===== src/core/cca_pkg.sv =====
package cca_pkg;

    // chip address recognition, spi mode
    localparam logic [6:0] CCA_DEFAULT_CHIP = 7'h40;
    localparam logic [7:0] CCA_IND_ADDR_REG = 8'h1b;
    localparam logic [7:0] CCA_G1_ADDR_REG = 8'h1a;
    localparam logic [7:0] CCA_G2_ADDR_REG = 8'h19;
    localparam int CCA_ENABLE_BIT = 0;
    localparam int CCA_CHIP_LSB = 1;
    localparam logic [7:0] CCA_ADDR_REG_RESET = {CCA_DEFAULT_CHIP, 1'b0};

    // device register space and pointer layout
    localparam int CCA_REG_COUNT = 32;
    localparam int CCA_REG_IDX_W = 5;
    localparam int CCA_MAP_INCR_BIT = 7;
    localparam logic [2:0] CCA_LAST_BIT = 3'h7;

    // host registers on apb
    localparam logic [7:0] CCA_HOST_CMD_OFS = 8'h00;
    localparam logic [7:0] CCA_HOST_STATUS_OFS = 8'h04;
    localparam logic [7:0] CCA_HOST_CHAIN_OFS = 8'h08;
    localparam int CCA_CMD_CHIP_LSB = 0;
    localparam int CCA_CMD_RW_BIT = 7;
    localparam int CCA_CMD_MAP_LSB = 8;
    localparam int CCA_CMD_DATA_LSB = 16;
    localparam int CCA_CMD_MAP_ONLY_BIT = 24;
    localparam int CCA_STATUS_BUSY_BIT = 0;
    localparam int CCA_STATUS_RDATA_LSB = 8;
    localparam int CCA_CHAIN_REL_BIT = 0;

    // link timing: half period of the bit clock in CLOCK_IN cycles
    localparam int CCA_CLK_MHZ = 40;
    localparam int CCA_HALF_NS = 200;
    localparam int CCA_HALF_CYCLES = (CCA_HALF_NS * CCA_CLK_MHZ) / 1000;
    localparam logic [4:0] CCA_FRAME_WRITE = 5'h18;
    localparam logic [4:0] CCA_FRAME_SHORT = 5'h10;
    localparam logic [4:0] CCA_FIRST_DATA_BIT = 5'h08;

    typedef enum logic [2:0] {
        CCA_D_IDLE = 3'b000,
        CCA_D_ADDR = 3'b001,
        CCA_D_MAP = 3'b010,
        CCA_D_DATA = 3'b011,
        CCA_D_READ = 3'b100,
        CCA_D_IGNORE = 3'b101
    } cca_dev_phase_e;

    typedef struct packed {
        logic [1:0] cs_sync;
        logic [1:0] clk_sync;
        logic [1:0] mosi_sync;
        logic cs_prev;
        logic clk_prev;
        cca_dev_phase_e phase;
        logic [2:0] bit_cnt;
        logic [7:0] shift_in;
        logic [7:0] map;
        logic [7:0] shift_out;
        logic miso;
        logic miso_oe_n;
        logic [CCA_REG_COUNT-1:0][7:0] regs;
    } cca_dev_s;

    typedef enum logic [1:0] {
        CCA_H_IDLE = 2'b00,
        CCA_H_SHIFT = 2'b01,
        CCA_H_END = 2'b10,
        CCA_H_GAP = 2'b11
    } cca_host_phase_e;

    typedef struct packed {
        cca_host_phase_e phase;
        logic [7:0] div;
        logic sclk;
        logic cs_n;
        logic mosi;
        logic [4:0] bit_cnt;
        logic [4:0] nbits;
        logic rd;
        logic [23:0] shift;
        logic [7:0] rdata;
        logic [1:0] miso_sync;
        logic chain_rel;
        logic [31:0] prdata;
    } cca_host_s;

endpackage


===== src/core/cca_link_if.sv =====
`timescale 1ns/1ps
interface cca_link_if;
    // bit clock, select and data run in parallel to every device
    logic control_bit_clock;
    logic cs_n;
    logic mosi;
    // read data pin: driven by a device only while its enable is low
    logic miso_drv;
    logic miso_oe_n;
    logic miso_line;
    // reset of the first device in the chain
    logic chain_rst_n;

    // undriven line floats high as through a pull-up
    assign miso_line = miso_oe_n ? 1'b1 : miso_drv;

    modport dev (
        input control_bit_clock,
        input cs_n,
        input mosi,
        output miso_drv,
        output miso_oe_n
    );

    modport host (
        output control_bit_clock,
        output cs_n,
        output mosi,
        output chain_rst_n,
        input miso_line
    );
endinterface


===== src/core/cca_chain_dev.sv =====
`timescale 1ns/1ps
module cca_chain_dev
    import cca_pkg::*;
(
    // clock and reset
    input wire logic CLOCK_IN,
    input wire logic RST_N_IN,
    // serial control link
    cca_link_if.dev link,
    // chain and status
    output logic NEXT_DEVICE_RELEASE_OUT,
    output logic [6:0] INDIVIDUAL_ADDR_OUT
);

    cca_dev_s st_ff;
    cca_dev_s nxt_st;

    // true when a received chip field selects this address register;
    // groups need their enable bit, the individual address never does
    function automatic logic chip_hit(input logic [6:0] chip, input logic [7:0] areg,
                                      input logic need_en);
        chip_hit = (chip == areg[7:CCA_CHIP_LSB]) && (!need_en || areg[CCA_ENABLE_BIT]);
    endfunction

    // pointer inside the implemented register space;
    // pointers beyond it write nowhere and read as zero
    function automatic logic map_ok(input logic [7:0] m);
        map_ok = m[6:0] < 7'(CCA_REG_COUNT);
    endfunction

    // pointer advance when the increment flag is set
    function automatic logic [7:0] map_step(input logic [7:0] m);
        map_step = m[CCA_MAP_INCR_BIT] ? {m[7], m[6:0] + 7'h01} : m;
    endfunction

    logic clk_s;
    logic cs_s;
    logic mosi_s;
    logic clk_rise;
    logic clk_fall;
    logic frame_start;
    logic [7:0] rx_byte;
    logic [6:0] rx_chip;
    logic [7:0] rd_val;
    logic [7:0] step_map;
    logic [7:0] ind_reg;
    logic [7:0] g1_reg;
    logic [7:0] g2_reg;
    logic ind_hit;
    logic grp_hit;

    // synchronised pin levels, second flop only
    assign clk_s = st_ff.clk_sync[1];
    assign cs_s = st_ff.cs_sync[1];
    assign mosi_s = st_ff.mosi_sync[1];

    // edges of the bit clock and select, found against last cycle's level;
    // clk_prev resets to the idle low level so reset brings no false edge
    assign clk_rise = clk_s && !st_ff.clk_prev;
    assign clk_fall = !clk_s && st_ff.clk_prev;
    assign frame_start = !cs_s && st_ff.cs_prev;

    // byte as it stands after this bit, and its chip field
    assign rx_byte = {st_ff.shift_in[6:0], mosi_s};
    assign rx_chip = rx_byte[7:1];
    assign step_map = map_step(st_ff.map);

    // the three address registers, read by matching; the individual one also by the pins
    assign ind_reg = st_ff.regs[CCA_IND_ADDR_REG[CCA_REG_IDX_W-1:0]];
    assign g1_reg = st_ff.regs[CCA_G1_ADDR_REG[CCA_REG_IDX_W-1:0]];
    assign g2_reg = st_ff.regs[CCA_G2_ADDR_REG[CCA_REG_IDX_W-1:0]];

    // matching always uses current register contents
    // configured devices answer their individual address
    assign ind_hit = chip_hit(rx_chip, ind_reg, 1'b0);
    assign grp_hit = chip_hit(rx_chip, g1_reg, 1'b1) || chip_hit(rx_chip, g2_reg, 1'b1);

    // read data for the pointer that a read continues with
    always_comb begin
        logic [7:0] m;
        m = (st_ff.phase == CCA_D_READ) ? step_map : st_ff.map;
        rd_val = map_ok(m) ? st_ff.regs[m[CCA_REG_IDX_W-1:0]] : 8'h00;
    end

    // frame decoder and register writes
    always_comb begin
        nxt_st = st_ff;
        nxt_st.cs_sync = {st_ff.cs_sync[0], link.cs_n};
        nxt_st.clk_sync = {st_ff.clk_sync[0], link.control_bit_clock};
        nxt_st.mosi_sync = {st_ff.mosi_sync[0], link.mosi};
        nxt_st.cs_prev = cs_s;
        nxt_st.clk_prev = clk_s;
        if (cs_s) begin
            // select high ends any frame, ignored or not
            nxt_st.phase = CCA_D_IDLE;
            nxt_st.miso_oe_n = 1'b1;
        end else if (frame_start) begin
            nxt_st.phase = CCA_D_ADDR;
            nxt_st.bit_cnt = 3'h0;
        end else if (clk_rise) begin
            // bits taken on rising bit clock edges
            nxt_st.shift_in = rx_byte;
            nxt_st.bit_cnt = st_ff.bit_cnt + 3'h1;
            if (st_ff.bit_cnt == CCA_LAST_BIT) begin
                unique case (st_ff.phase)
                    CCA_D_ADDR: begin
                        if (rx_byte[0]) begin
                            // reads only through the individual address
                            // group reads fall to ignore, pin stays released
                            if (ind_hit) begin
                                nxt_st.phase = CCA_D_READ;
                                nxt_st.shift_out = rd_val;
                            end else begin
                                nxt_st.phase = CCA_D_IGNORE;
                            end
                        end else begin
                            nxt_st.phase = (ind_hit || grp_hit) ? CCA_D_MAP : CCA_D_IGNORE;
                        end
                    end
                    CCA_D_MAP: begin
                        nxt_st.map = rx_byte;
                        nxt_st.phase = CCA_D_DATA;
                    end
                    CCA_D_DATA: begin
                        // whole byte stored, address and enable together
                        if (map_ok(st_ff.map)) begin
                            nxt_st.regs[st_ff.map[CCA_REG_IDX_W-1:0]] = rx_byte;
                        end
                        nxt_st.map = step_map;
                    end
                    CCA_D_READ: begin
                        nxt_st.map = step_map;
                        nxt_st.shift_out = rd_val;
                    end
                    CCA_D_IDLE, CCA_D_IGNORE: begin
                        nxt_st.phase = st_ff.phase;
                    end
                    default: begin
                        nxt_st.phase = CCA_D_IGNORE;
                    end
                endcase
            end
        end else if (clk_fall && st_ff.phase == CCA_D_READ) begin
            // read bits leave on the falling edge, msb first
            // host samples at its next rise, half a bit period on; sync delay fits
            nxt_st.miso = st_ff.shift_out[7];
            nxt_st.shift_out = {st_ff.shift_out[6:0], 1'b0};
            nxt_st.miso_oe_n = 1'b0;
        end
    end

    // state register; select idles high and clock low after reset
    always_ff @(posedge CLOCK_IN or negedge RST_N_IN) begin
        if (!RST_N_IN) begin
            st_ff <= '0;
            // a device released mid-frame sees select fall as a frame start, so it decodes a half frame
            st_ff.cs_sync <= 2'b11;
            st_ff.cs_prev <= 1'b1;
            st_ff.miso_oe_n <= 1'b1;
            st_ff.phase <= CCA_D_IDLE;
            // default address in all three registers
            st_ff.regs[CCA_IND_ADDR_REG[4:0]] <= CCA_ADDR_REG_RESET;
            st_ff.regs[CCA_G1_ADDR_REG[4:0]] <= CCA_ADDR_REG_RESET;
            st_ff.regs[CCA_G2_ADDR_REG[4:0]] <= CCA_ADDR_REG_RESET;
        end else begin
            st_ff <= nxt_st;
        end
    end

    // address registers live at their pointer values
    assign INDIVIDUAL_ADDR_OUT = ind_reg[7:CCA_CHIP_LSB];

    // flop is cleared asynchronously by reset
    // release follows the next-device enable bit
    // this output feeds the next device reset
    assign NEXT_DEVICE_RELEASE_OUT = ind_reg[CCA_ENABLE_BIT];

    // read data pin, released outside read frames
    // the pull-up on the shared line gives a reader ones when nobody answers
    assign link.miso_drv = st_ff.miso;
    assign link.miso_oe_n = st_ff.miso_oe_n;

endmodule


===== src/flat_wrapper.sv =====
// flat-port wrapper written by rule: the top's interface ports become plain ports
module cca_chain_dev_flat import cca_pkg::*;
  (CLOCK_IN, RST_N_IN, NEXT_DEVICE_RELEASE_OUT, INDIVIDUAL_ADDR_OUT, link_control_bit_clock, link_cs_n, link_mosi, link_miso_drv, link_miso_oe_n);
  cca_link_if link_i ();
  input wire logic CLOCK_IN;
  input wire logic RST_N_IN;
  output logic NEXT_DEVICE_RELEASE_OUT;
  output logic [6:0] INDIVIDUAL_ADDR_OUT;
  input wire logic [$bits(link_i.control_bit_clock)-1:0] link_control_bit_clock;
  input wire logic [$bits(link_i.cs_n)-1:0] link_cs_n;
  input wire logic [$bits(link_i.mosi)-1:0] link_mosi;
  output wire logic [$bits(link_i.miso_drv)-1:0] link_miso_drv;
  output wire logic [$bits(link_i.miso_oe_n)-1:0] link_miso_oe_n;
  assign link_i.control_bit_clock = link_control_bit_clock;
  assign link_i.cs_n = link_cs_n;
  assign link_i.mosi = link_mosi;
  assign link_miso_drv = link_i.miso_drv;
  assign link_miso_oe_n = link_i.miso_oe_n;
  cca_chain_dev u_core (.CLOCK_IN(CLOCK_IN), .RST_N_IN(RST_N_IN), .link(link_i), .NEXT_DEVICE_RELEASE_OUT(NEXT_DEVICE_RELEASE_OUT), .INDIVIDUAL_ADDR_OUT(INDIVIDUAL_ADDR_OUT));
endmodule

===== config.mk =====
export PLATFORM = sky130hd
export DESIGN_NAME = cca_chain_dev_flat
export DESIGN_NICKNAME = d
export VERILOG_FILES = /design/src/core/cca_pkg.sv /design/src/core/cca_link_if.sv /design/src/core/cca_chain_dev.sv /design/src/flat_wrapper.sv
export SDC_FILE = /design/constraint.sdc
export NUM_CORES = 1
export LEC_CHECK = 0
export BUFFER_PORTS_ARGS = -buffer_cell sky130_fd_sc_hd__clkbuf_2
export CAP_MARGIN = 20
export CORE_ASPECT_RATIO = 2
export CORE_MARGIN = 8
export CORE_UTILIZATION = 43
export CTS_BUF_LIST = sky130_fd_sc_hd__clkbuf_16
export CTS_CLUSTER_DIAMETER = 30
export DETAILED_ROUTE_END_ITERATION = 16
export PLACE_DENSITY = 0.61
export SLEW_MARGIN = 20
export SYNTH_ARGS = -nofsm -noshare
export SYNTH_HDL_FRONTEND = slang
export SYNTH_SLANG_ARGS = --single-unit
export TNS_END_PERCENT = 10

===== constraint.sdc =====
create_clock -name CLOCK_IN -period 7.8 [get_ports CLOCK_IN]
set_clock_uncertainty 0.15 [all_clocks]
set_input_delay 1.56 -clock CLOCK_IN [delete_from_list [all_inputs] [get_ports CLOCK_IN]]
set_output_delay 1.56 -clock CLOCK_IN [all_outputs]
set_load 0.005 [all_outputs]

After elaboration in Yosys (flattened, before gate mapping):

Cells that the tools add are included.

* flip-flop bits (word level): 296
* input port bits: 5
* word-level logic and storage cells: 129

* bitwise gates (word level): 3
* equal/unequal tests: 16
* $lt $le $gt $ge: 5
* multiplexer cells: 30
* reductions and logical operators: 29
* $add $sub $neg: 2

Operators with widths (count)
* $mux W256: 4
* $mux W257: 1
* $bwmux W256: 1
* $mux W8: 7
* $bmux W8 S5: 1
* $demux W8 S5: 1
* $pmux W8 S2: 2
* $mux W22: 1
* $eq A7 B7 Y1: 3
* $mux W16: 1
* $lt A7 B6 Y1 const B: 2
* $lt A5 B6 Y1 const B: 2
* $mux W3: 4
* $mux W10: 1
* $eq A3 B3 Y1 const B: 3
* $pmux W3 S3: 1
* $reduce_and A3 Y1: 3
* $reduce_bool A2 Y1: 4
* $add A7 B1 Y7 const B: 1
* $logic_and A1 B1 Y1: 7
* $mux W7: 1
* $reduce_and A7 Y1: 1
* $eq A3 B2 Y1 const B: 2
* $mux W6: 1
* other kinds (20): 30

Depth between registers and ports, before layout:

* word-level depth: 13
* gate-level depth with buffers: 15
* mapped depth without buffers: 9

Least setup slack after synthesis:

Ideal clock, no wire load.

* kind: register -> register
* start: reg u_core.st_ff[267] (netlist name)
* end: reg u_core.st_ff[258] (netlist name)
* arrival time: 3.256 ns
* stages on the path, launching flop included: 13
* data required time: 7.528 ns
* period minus slack after synthesis: 3.528 ns
* path slack: 4.272 ns
* setup time: 0.122 ns
* cell sequence: dfrtp_1 clkbuf_1 clkbuf_1 inv_1 ha_1 clkbuf_1 clkbuf_1 clkbuf_1 a31oi_1 o22ai_1 nor2_1 a221o_1 a32o_1

* cells in the longest elaborated chain, start to end: 11
* elaborated cells on any way between the ends: 12
* classes of those cells: add/sub: 1; order compare: 1; mux: 10

RTL lines
* start, declared: line cca_chain_dev.sv:15 `cca_dev_s st_ff;`
* start signal, assigned: line cca_chain_dev.sv:166 `st_ff <= nxt_st;`
* $add A7 B1 Y7: line cca_chain_dev.sv:33 `map_step = m[CCA_MAP_INCR_BIT] ? {m[7], m[6:0] + 7'h01} : m;`
* $mux W8: line cca_chain_dev.sv:33
* $mux W7 *: line cca_chain_dev.sv:81 `m = (st_ff.phase == CCA_D_READ) ? step_map : st_ff.map;`
* $bmux W8 S5: line cca_chain_dev.sv:82 `rd_val = map_ok(m) ? st_ff.regs[m[CCA_REG_IDX_W-1:0]] : 8'h00;`
* $mux W8 (implied by the code): line cca_chain_dev.sv:82
* $mux W8 *: line cca_chain_dev.sv:82
* $mux W8: line cca_chain_dev.sv:110 `if (ind_hit) begin`
* $mux W8: line cca_chain_dev.sv:107 `if (rx_byte[0]) begin`
* $pmux W8 S2 *: line cca_chain_dev.sv:105 `unique case (st_ff.phase)`
* $mux W16 *: line cca_chain_dev.sv:104 `if (st_ff.bit_cnt == CCA_LAST_BIT) begin`
* $mux W8 *: line cca_chain_dev.sv:100 `end else if (clk_rise) begin`

Every way passes the cells marked *; elsewhere a longest branch is shown, timed or not. The select of a mux whose other input is x is not followed.
A chain may end at the register's enable or synchronous reset.

Final worst setup path:

* start: reg u_core.st_ff[267] (netlist name)
* end: reg u_core.st_ff[261] (netlist name)

Same word-level chain as after synthesis.

==> impl_metrics.toml <==
[routing]
viasPerCell = 6.27
firstDrtPassIters = 6
drt-initial-drc-count = 866
drtAntennaViolNets = 0
drcViolationCount = 0
drt_wl_total_um = 49700
wl_per_cell_um = 27.3
num_vias = 11403

[power_and_ir_drop]
sequentialPowerShare_pct = 40.5
switchingPower_uw = 999
p_int_mw = 2.85
p_clk_share_pct = 52.5
switching_share_pct = 26.0
combinationalPowerShare_pct = 7.0
leakage_nw = 7.93
ir_drop_uv = 173
p_per_area_nw_per_um2 = 218

[sta]
post-route-period-util_pct = 60.4
clock.fmax_mhz = 212
tightest_slew_ps = 1260
setup_tns_ps = 0
relSlewSlack_pct = 15.7
hold_viol_final = 0
rsz0062_at_grt = "false"
setup_viol_count_final = 0
slew_viol_final = 0
min_period_ps = 4710

[global_routing]
antenna_found_initial = 1
grt_usage_pct = 23.4
grt-ovfl-total = 0
grt_max_degree = 167
grt_pass1_vias = 11562
grt_pass1_wl_um = 75300

[floorplan]
die-width_um = 151
start_util_pct = 43.3
io_pins = 15
die_area_um2 = 43300
die_y_um = 286
fp-row-count = 99
core_um2 = 36300

[synthesis]
synth_xor_area_share_pct = 1.45
synth-simple-area-share_pct = 9.43
syn_avg_cell_area_um2 = 11.6
synth_top_cell_area_share_pct = 45.9
synth.cell_area_um2 = 15700
yosys-top-cells-area = "dfrtp_1 46%, mux2_2 19%, mux2i_1 6.2%"
synth.area.mux_share_pct = 29.0
synthDistinctLibCells = 69
synth_nets = 1366
synth-compound-area-share_pct = 9.43
synth_warnings = 0
ys_async_sr_fraction_pct = 100
synth_fa_ha_area_share_pct = 0.478
synth-edff-count = 0
seq_area_frac_synth_pct = 47.0
yosysTopAreaCell = "dfrtp_1"
ys_ff_latch = 295
synthFlopType = "dfrtp_1"
synth_top_family_by_area = "multiplexers"
syn_inst = 1355

[clock_network]
cts_hold_buf = 0
cts_buffers = 45
cts_setup_buffers = 0
cts.clk_slew.worst_paths_ps = 50
cts_buffer_depth = 3
cts_root_buffer = "clkbuf_16"
clk_latency_ps = 570
cts-resized-gates = 0
cts_tree = "yes"
clock-sinks = 295
htreeDepth = 2

[cells_and_area]
antenna_cells = 0
finalCoreUtilization_pct = 48.7
nNetsFinal = 1341
drive_above_1_share_pct = 31.6
nFillCells = 3269
areaGrowthSynthToFinish_pct = 12.5

[critical_path]
path_cells = "inv_1 -> ha_4 -> buf_4 -> nand2b_1 -> o32a_1 -> nor2_1 -> o41ai_1 -> o2111ai_1 -> a31oi_1 -> a21o_1"
worstSetupPathType = "flip-flop to flip-flop"
required_ps = 8140
start_kind = "flip-flop"
slowest_delay_ps = 840
r2r-start = "u_core.st_ff[267]$_DFFE_PN0P_"
cp_slowest_cell = "o32a_1"
crit_path_start = "u_core.st_ff[267]$_DFFE_PN0P_"
end_kind = "flip-flop"
rrSetupSlack_ps = 3090
worstPathArrival_ps = 5050
critical_path.max_fanout = 67

[hold_path]
hp-start = "u_core.nxt_st[291]$_DFF_PN0_"
min_path_type = "flip-flop to flip-flop"

[placed_design]
hpwl_um = 32800
place_congestion = 1.06
port_buffers = 14

[job]
drv_cap = 0

[outcome]
status = "finished, final reports clean"
## cells in the mapped netlist, types with 8 or more instances
cell,instances
buf_2,9
mux4_2,23
o21ai_0,24
buf_4,8
clkbuf_1,83
o221ai_1,8
buf_1,9
a211oi_1,30
xnor2_1,9
mux2_2,271
nand2b_1,10
nor3_1,33
inv_1,12
dfrtp_1,288
nand3_1,28
o22ai_1,44
xor2_1,17
a31oi_1,13
o2111ai_1,8
a21oi_1,41
nor2b_1,31
mux2i_1,98
nor2_1,55
a21o_1,8
nand2_1,82
## worst max-delay path, delay by kind of cell, from the launching register on
family	cells	cell delay (ps)
AO/OA/AOI/OAI	5	1740
buffers and inverters	2	950
flip-flops	1	710
adder cells (fa/ha/maj)	1	590
AND/OR/NAND/NOR	2	480
## cells in the final DEF (no fill, tap or decap), types with 31 or more instances in the layout
master     netlist  final
a21oi_1         41     41
nor3_1          33     33
clkbuf_16        0     47
dfrtp_1        288    286
nor2b_1         31     31
mux2i_1         98     96
nand2_1         82     82
mux2_2         271    271
o22ai_1         44     44
nor2_1          55     55
## metal layers
layer  wire length [um]  global-route usage (%)  up-vias
met3               1970                    3.38      189
li1                   -                       -     5016
met1              17800                    25.4     5808
met2              25700                    40.1      390
met5                  0                       0        -
met4               4220                    17.7        0
## logic make-up after synthesis
group / Yosys count
mux: 392
simple gates: 295
flops: 295
compound gates: 218
buf+inv: 123
xor+xnor: 26
fa+ha+maj: 6
## power by group through the flow
stage / clock network (mW) / logic, mW / registers, mW
global route: 2.12 / 0.294 / 1.56
floorplan: 0 / 0.142 / 1.58
global placement: 0 / 0.271 / 1.58
detailed placement: 0 / 0.274 / 1.58
finish: 2.02 / 0.271 / 1.56
CTS: 2.06 / 0.275 / 1.56
## metrics by stage
| stage | cells | worst slack (ps) | hold WS [ps] | area [um^2] | power [mW] |
|---|---|---|---|---|---|
| detailed placement | 1736 | 3110 | 197 | 16100 | 1.86 |
| global route | 1819 | 2800 | 207 | 17700 | 3.97 |
| finish | 1819 | 3090 | 205 | 17700 | 3.85 |
| floorplan | 1355 | 4270 | 181 | 15700 | 1.72 |
| global placement | 1736 | 3220 | 182 | 16100 | 1.85 |
| CTS | 1818 | 3120 | 206 | 17600 | 3.89 |
## layout make-up
type,instances,area [um^2],area share (%)
multi-input combinational,937,7860,44.5
sequential,295,7400,41.8
clock buffer,47,1180,6.65
tap,454,568,3.21
clock inverter,35,333,1.88
timing repair buffer,38,293,1.66
inverter,13,48.8,0.276
## final timing paths
path | cells past startpoint | endpoint
worst max-delay path | 10 | u_core.st_ff[261]$_DFFE_PN0P_
worst min-delay path | 0 | u_core.mosi_s$_DFF_PN0_
worst max register to register | 10 | u_core.st_ff[261]$_DFFE_PN0P_
worst min register to register | 0 | u_core.mosi_s$_DFF_PN0_
max in group asynchronous | 3 | u_core.st_ff[266]$_DFFE_PN0P_
min in group asynchronous | 1 | asynchronous set/reset pin
Power figures use the tool's default switching activity.
